<file path="config.mk">
export PLATFORM = sky130hd
export DESIGN_NAME = pbs_status_reg
export DESIGN_NICKNAME = d
export VERILOG_FILES = /design/src/pbs_pkg.sv /design/src/pbs_status_reg.sv
export SDC_FILE = /design/constraint.sdc
export NUM_CORES = 1
export LEC_CHECK = 0
export BUFFER_PORTS_ARGS = -buffer_cell sky130_fd_sc_hd__clkbuf_2
export CORE_MARGIN = 2
export CORE_UTILIZATION = 30
export DETAILED_ROUTE_END_ITERATION = 10
export GPL_ROUTABILITY_DRIVEN = 0
export PLACE_DENSITY_LB_ADDON = 0.1
export SYNTH_ARGS = -nofsm -noshare
export SYNTH_HDL_FRONTEND = slang
export SYNTH_SLANG_ARGS = --single-unit
</file>
<file path="constraint.sdc">
create_clock -name core_clk_in -period 1 [get_ports core_clk_in]
set_input_delay 0.05 -clock core_clk_in [delete_from_list [all_inputs] [get_ports core_clk_in]]
set_output_delay 0.05 -clock core_clk_in [all_outputs]
set_load 0.01 [all_outputs]
</file>
<file path="src/pbs_pkg.sv">
package pbs_pkg;
    // ----------------------------------------
    // Configuration offsets
    // ----------------------------------------
    localparam logic [7:0]  CMD_OFFSET        = 8'h04;
    localparam logic [7:0]  STATUS_OFFSET     = 8'h06;
    // ----------------------------------------
    // Status field positions
    // ----------------------------------------
    localparam int          POISONED_RX_BIT   = 15;
    localparam int          ERR_MSG_BIT       = 14;
    localparam int          UR_CPL_BIT        = 13;
    localparam int          CA_RX_BIT         = 12;
    localparam int          CA_SIG_BIT        = 11;
    localparam int          MASTER_POISON_BIT = 8;
    localparam int          CAP_LIST_BIT      = 4;
    // ----------------------------------------
    // Command field positions
    // ----------------------------------------
    localparam int          PARITY_RESP_BIT   = 6;
    localparam int          SYSTEM_ERROR_EN_BIT = 8;
    // ----------------------------------------
    // Reset values and masks
    // ----------------------------------------
    localparam logic [15:0] STATUS_RESET      = 16'h0010;
    localparam logic [15:0] STATUS_FIXED      = 16'h0010;
    localparam logic [15:0] STATUS_W1C_MASK   = 16'hF900;
endpackage

</file>
<file path="src/pbs_status_reg.sv">
// Summary of operation
// - Poisoned TLP received sets bit 15 regardless of parity response enable.
// - Fatal/nonfatal message sent with system error enable sets bit 14.
// - Completion with unsupported request status received sets bit 13.
// - Completion with completer abort status received sets bit 12.
// - Request completed with completer abort status sets bit 11.
// - Select timing bits 10:9 read zero.
// - With parity response enabled, poisoned completion or poisoned write sets bit 8.
// - Fast back-to-back bit 7 reads zero.
// - High-speed capable bit 5 reads zero.
// - Capability list bit 4 reads one.
// - Interrupt status bit 3 reads zero.
// - Reserved bits 6 and 2:0 read zero.
// - Parity response enable is command bit 6; gates only bit 8.
`timescale 1ns/10ps
`default_nettype none
module pbs_status_reg
    import pbs_pkg::*;
(
    input  wire logic        core_clk_in,
    input  wire logic        rstn_in,
    input  wire logic        cfg_wr_in,
    input  wire logic [7:0]  cfg_addr_in,
    input  wire logic [1:0]  cfg_be_in,
    input  wire logic [15:0] cfg_wdata_in,
    input  wire logic        parity_response_enable_in,
    input  wire logic        system_error_enable_in,
    input  wire logic        poisoned_tlp_rx_in,
    input  wire logic        poisoned_cpl_data_rx_in,
    input  wire logic        write_req_poisoned_in,
    input  wire logic        error_msg_sent_in,
    input  wire logic        ur_cpl_rx_in,
    input  wire logic        ca_cpl_rx_in,
    input  wire logic        ca_cpl_sent_in,
    output logic      [15:0] status_out
);
    // ----------------------------------------
    // Local helpers
    // ----------------------------------------
    // Clear request of one byte lane; a disabled lane clears nothing
    function automatic logic [7:0] lane_clear(input logic       lane_en,
                                              input logic [7:0] lane_data);
        logic [7:0] result;
        result = lane_en ? lane_data : 8'h00;
        return result;
    endfunction

    // Set wins, so an event racing a clear is never lost
    function automatic logic next_flag(input logic flag,
                                       input logic set_evt,
                                       input logic clr_req);
        logic result;
        result = set_evt | (flag & ~clr_req);
        return result;
    endfunction

    // Flags in order 15,14,13,12,11,8; all other bits hardwired
    function automatic logic [15:0] pack_status(input logic [5:0] flags);
        logic [15:0] word;
        word                    = STATUS_FIXED;
        word[POISONED_RX_BIT]   = flags[5];
        word[ERR_MSG_BIT]       = flags[4];
        word[UR_CPL_BIT]        = flags[3];
        word[CA_RX_BIT]         = flags[2];
        word[CA_SIG_BIT]        = flags[1];
        word[MASTER_POISON_BIT] = flags[0];
        return word;
    endfunction

    // ----------------------------------------
    // Declarations
    // ----------------------------------------
    logic        status_write;
    logic [15:0] set_vec;
    logic [15:0] clr_vec;
    logic        poisoned_rx_detected_ff;
    logic        error_message_signalled_ff;
    logic        unsupported_completion_received_ff;
    logic        completer_abort_received_ff;
    logic        completer_abort_signalled_ff;
    logic        master_poison_error_ff;
    logic        nxt_poisoned_rx_detected;
    logic        nxt_error_message_signalled;
    logic        nxt_unsupported_completion_received;
    logic        nxt_completer_abort_received;
    logic        nxt_completer_abort_signalled;
    logic        nxt_master_poison_error;
    logic [15:0] nxt_status;

    // ----------------------------------------
    // Event decode
    // ----------------------------------------
    always_comb begin
        set_vec = '0;
        set_vec[POISONED_RX_BIT] = poisoned_tlp_rx_in;
        set_vec[ERR_MSG_BIT]     = error_msg_sent_in & system_error_enable_in;
        set_vec[UR_CPL_BIT]      = ur_cpl_rx_in;
        set_vec[CA_RX_BIT]       = ca_cpl_rx_in;
        set_vec[CA_SIG_BIT]      = ca_cpl_sent_in;
        // Poison still forwarded downstream; enable only masks the flag
        set_vec[MASTER_POISON_BIT] = parity_response_enable_in
            & (poisoned_cpl_data_rx_in | write_req_poisoned_in);
    end

    // ----------------------------------------
    // Clear decode
    // ----------------------------------------
    assign status_write = cfg_wr_in & (cfg_addr_in == STATUS_OFFSET);

    always_comb begin
        clr_vec = '0;
        if (status_write) begin
            clr_vec[7:0]  = lane_clear(cfg_be_in[0], cfg_wdata_in[7:0]);
            clr_vec[15:8] = lane_clear(cfg_be_in[1], cfg_wdata_in[15:8]);
        end
        // Read-only bits ignore the written ones
        clr_vec = clr_vec & STATUS_W1C_MASK;
    end

    // ----------------------------------------
    // Next flag values
    // ----------------------------------------
    assign nxt_poisoned_rx_detected = next_flag(poisoned_rx_detected_ff,
        set_vec[POISONED_RX_BIT], clr_vec[POISONED_RX_BIT]);
    assign nxt_error_message_signalled = next_flag(error_message_signalled_ff,
        set_vec[ERR_MSG_BIT], clr_vec[ERR_MSG_BIT]);
    assign nxt_unsupported_completion_received = next_flag(
        unsupported_completion_received_ff,
        set_vec[UR_CPL_BIT], clr_vec[UR_CPL_BIT]);
    assign nxt_completer_abort_received = next_flag(completer_abort_received_ff,
        set_vec[CA_RX_BIT], clr_vec[CA_RX_BIT]);
    assign nxt_completer_abort_signalled = next_flag(completer_abort_signalled_ff,
        set_vec[CA_SIG_BIT], clr_vec[CA_SIG_BIT]);
    assign nxt_master_poison_error = next_flag(master_poison_error_ff,
        set_vec[MASTER_POISON_BIT], clr_vec[MASTER_POISON_BIT]);

    // ----------------------------------------
    // Detected poison flag
    // ----------------------------------------
    always_ff @(posedge core_clk_in or negedge rstn_in) begin
        if (!rstn_in) begin
            poisoned_rx_detected_ff <= STATUS_RESET[POISONED_RX_BIT];
        end else begin
            poisoned_rx_detected_ff <= nxt_poisoned_rx_detected;
        end
    end

    // ----------------------------------------
    // Error message flag
    // ----------------------------------------
    always_ff @(posedge core_clk_in or negedge rstn_in) begin
        if (!rstn_in) begin
            error_message_signalled_ff <= STATUS_RESET[ERR_MSG_BIT];
        end else begin
            error_message_signalled_ff <= nxt_error_message_signalled;
        end
    end

    // ----------------------------------------
    // Unsupported completion flag
    // ----------------------------------------
    always_ff @(posedge core_clk_in or negedge rstn_in) begin
        if (!rstn_in) begin
            unsupported_completion_received_ff <= STATUS_RESET[UR_CPL_BIT];
        end else begin
            unsupported_completion_received_ff <= nxt_unsupported_completion_received;
        end
    end

    // ----------------------------------------
    // Completer abort received flag
    // ----------------------------------------
    always_ff @(posedge core_clk_in or negedge rstn_in) begin
        if (!rstn_in) begin
            completer_abort_received_ff <= STATUS_RESET[CA_RX_BIT];
        end else begin
            completer_abort_received_ff <= nxt_completer_abort_received;
        end
    end

    // ----------------------------------------
    // Completer abort signalled flag
    // ----------------------------------------
    always_ff @(posedge core_clk_in or negedge rstn_in) begin
        if (!rstn_in) begin
            completer_abort_signalled_ff <= STATUS_RESET[CA_SIG_BIT];
        end else begin
            completer_abort_signalled_ff <= nxt_completer_abort_signalled;
        end
    end

    // ----------------------------------------
    // Master poison flag
    // ----------------------------------------
    always_ff @(posedge core_clk_in or negedge rstn_in) begin
        if (!rstn_in) begin
            master_poison_error_ff <= STATUS_RESET[MASTER_POISON_BIT];
        end else begin
            master_poison_error_ff <= nxt_master_poison_error;
        end
    end

    // ----------------------------------------
    // Read value, registered
    // ----------------------------------------
    // Built from next values so the read shows a change on the same edge
    assign nxt_status = pack_status({nxt_poisoned_rx_detected,
                                     nxt_error_message_signalled,
                                     nxt_unsupported_completion_received,
                                     nxt_completer_abort_received,
                                     nxt_completer_abort_signalled,
                                     nxt_master_poison_error});

    always_ff @(posedge core_clk_in or negedge rstn_in) begin
        if (!rstn_in) begin
            status_out <= STATUS_RESET;
        end else begin
            status_out <= nxt_status;
        end
    end
endmodule // pbs_status_reg
`default_nettype wire

</file>
==> metrics.csv <==
metric,value,unit
run_status,finished clean,
number_of_global_route_vias_before_repair,352,
registers.top_by_ff_count,status_out,
antenna-diode-count,0,
peakVddDrop,0.344,mV
route.detailed.vias_per_inst,4.17,
layout.cells.most_common_list,"sky130_fd_sc_hd__clkbuf_2, sky130_fd_sc_hd__conb_1, sky130_fd_sc_hd__dfrtp_1",
r2r-end,status_out[8],
floorplan.die.height,41.9,um
num_vias,371,
totalWireLength,795,um
final_min_period,902,ps
dp.final_hpwl,682,um
post_route_cells_drive_above_1_share,0.527,
grt_pass1_wl,1260,um
overflow,0,
setup_ws,97.7,ps
layout_top_registers,status_out: 6 flops,
post-place-ws,-128,ps
detailroute.wirelength.met2,329,um
cts.repair.resized,0,
cp.required,1130,ps
drt-pass1-iter-count,1,
synthesis.yosys.warnings,0,
clockRootBuffer,sky130_fd_sc_hd__clkbuf_4,
place.port_buffers,32,
final_util,0.431,
grt_setup_unrepaired,no,
seq_power_share,0.431,
grt_use_total,0.0925,
largest_reg_flops,6,
worst_r2r_setup_slack,100,ps
r2r_cells,2,
num-nets-final,114,
htreeDepth,1,
timing.hold.worst.start,ur_cpl_rx_in,
syn_inst,44,
antenna_found_initial,0,
core.rowCount,13,
die_footprint,1760,um^2
worstSkewPairLatency,240,ps
crit_path_max_fanout,4,
highest_layer,met3,
buffer_depth_of_the_longest_clock_path,2,
cts_sinks,6,
fin_setup_tns,0,ps
layout_area_overhead,31.6,%
worst_hold_path_type,input port to flip-flop,
antenna_violating_nets_left,0,
route.detailed.wl_per_inst,8.93,um
holdWs,53.6,ps
max_clock_freq,1.11,GHz
drv_cap,0,
holdPathEnd,status_out[13],
setup.worst_path.start_class,flip-flop,
drt_drc_violations_left,0,
hold_path_depth,2,
cp.arrival,1030,ps
p_leak,0.286,nW
setup.worst_path.class,flip-flop to flip-flop,
io_pins,54,
power.internal,0.432,mW
core_area,1320,um^2
synth.cell_area,432,um^2
start_util,0.328,
grt_max_degree,7,
critPathCaptureType,flip-flop,
drt-initial-drc-count,0,
report.final.slew_viol_count,0,
cts.reportedPaths.clkPinSlew,50,ps
wl_met3,119,um
power_density,995,nW/um^2
synth_sequential_area_ratio,0.348,
m1WireLength,346,um
fin_skew,0,ps
nFillCells,139,
cts_made_buffers,3,
cts_tree,yes,
pwr-share-clk,0.395,
synth_cell_type_count,14,
final_common_cell,sky130_fd_sc_hd__clkbuf_2,
combinationalPowerShare,0.174,
number_of_synthesized_register_bits,6,
switching_share,0.235,
die_w,41.9,um
final.period_utilization,0.902,
post_synth.cell_area_avg,9.81,um^2
power_switching,0.133,mW
finalHoldViolCount,0,
finalSetupViolations,0,
rr_startpoint,status_out[8],
[power by group through the flow]
stage                     combinational (mW)  clock (mW)  sequential [mW]
after floorplan                       0.0644           0            0.248
after global placement                0.0946           0            0.248
after detailed placement              0.0956           0            0.248
after CTS                             0.0990       0.231            0.244
after global routing                   0.110       0.242            0.243
final                                 0.0983       0.223            0.244
[through the flow]
stage               power, mW  instance area, um^2  cells
floorplan               0.312                  462     52
global placement        0.342                  536     85
detailed placement      0.343                  536     85
CTS                     0.574                  568     89
global route            0.595                  568     89
finish                  0.565                  568     89
[area by class of cell]
type / count / area [um^2] / area share
Sequential cell: 6 / 150 / 0.264
Multi-Input combinational cell: 29 / 188 / 0.330
Inverter: 1 / 3.75 / 0.00661
Timing Repair Buffer: 35 / 185 / 0.326
Clock buffer: 3 / 22.5 / 0.0396
Tap cell: 15 / 18.8 / 0.0330
[worst max path at each step]
stage	from	end	slack (ps)
6_report	status_out[8]	status_out[8]	100
5_1_grt	status_out[8]	status_out[8]	60
4_1_cts	status_out[8]	status_out[8]	90
3_5_place_dp	cfg_addr_in[4]	status_out[11]	-130
3_3_place_gp	cfg_addr_in[4]	status_out[15]	-110
2_1_floorplan	cfg_addr_in[4]	status_out[11]	60
[synth_stat cells]
master / count / area share
sky130_fd_sc_hd__dfrtp_1: 6 / 0.35
sky130_fd_sc_hd__a211o_1: 1 / 0.020
sky130_fd_sc_hd__buf_4: 16 / 0.28
sky130_fd_sc_hd__nor4b_2: 1 / 0.035
sky130_fd_sc_hd__nand2b_1: 5 / 0.072
sky130_fd_sc_hd__conb_1: 2 / 0.017
sky130_fd_sc_hd__nand3b_2: 1 / 0.026
sky130_fd_sc_hd__o31a_1: 1 / 0.020
sky130_fd_sc_hd__o32a_1: 4 / 0.093
sky130_fd_sc_hd__o21ai_0: 2 / 0.023
sky130_fd_sc_hd__nand2_1: 2 / 0.017
sky130_fd_sc_hd__and2_1: 1 / 0.015
sky130_fd_sc_hd__inv_1: 1 / 0.0087
sky130_fd_sc_hd__nand4bb_1: 1 / 0.026
[cell families (layout without fill, tap and decap cells)]
family / Yosys count / in the layout / synth area share
flops: 6 / 6 / 0.348
simple gates: 11 / 11 / 0.191
buf+inv: 17 / 39 / 0.287
other cells: 2 / 10 / 0.0174
compound gates: 8 / 8 / 0.157
[critical path, cell delays in order (launching register included)]
cell	delay [ps]
sky130_fd_sc_hd__dfrtp_1	390
sky130_fd_sc_hd__and2_1	140
sky130_fd_sc_hd__a211o_1	250
[routing by layer]
layer / GRT usage / vias up
li1: - / 187
met1: 0.103 / 154
met2: 0.144 / 30
met3: 0.0522 / 0
met4: 0.0387 / 0
met5: 0 / -
[what timing repair did]
item                      in CTS  in global routing
setup buffers                  0                  0
hold endpoints to repair       6                  0
hold buffers                   1                  0
(Power assumes the default switching activity.)
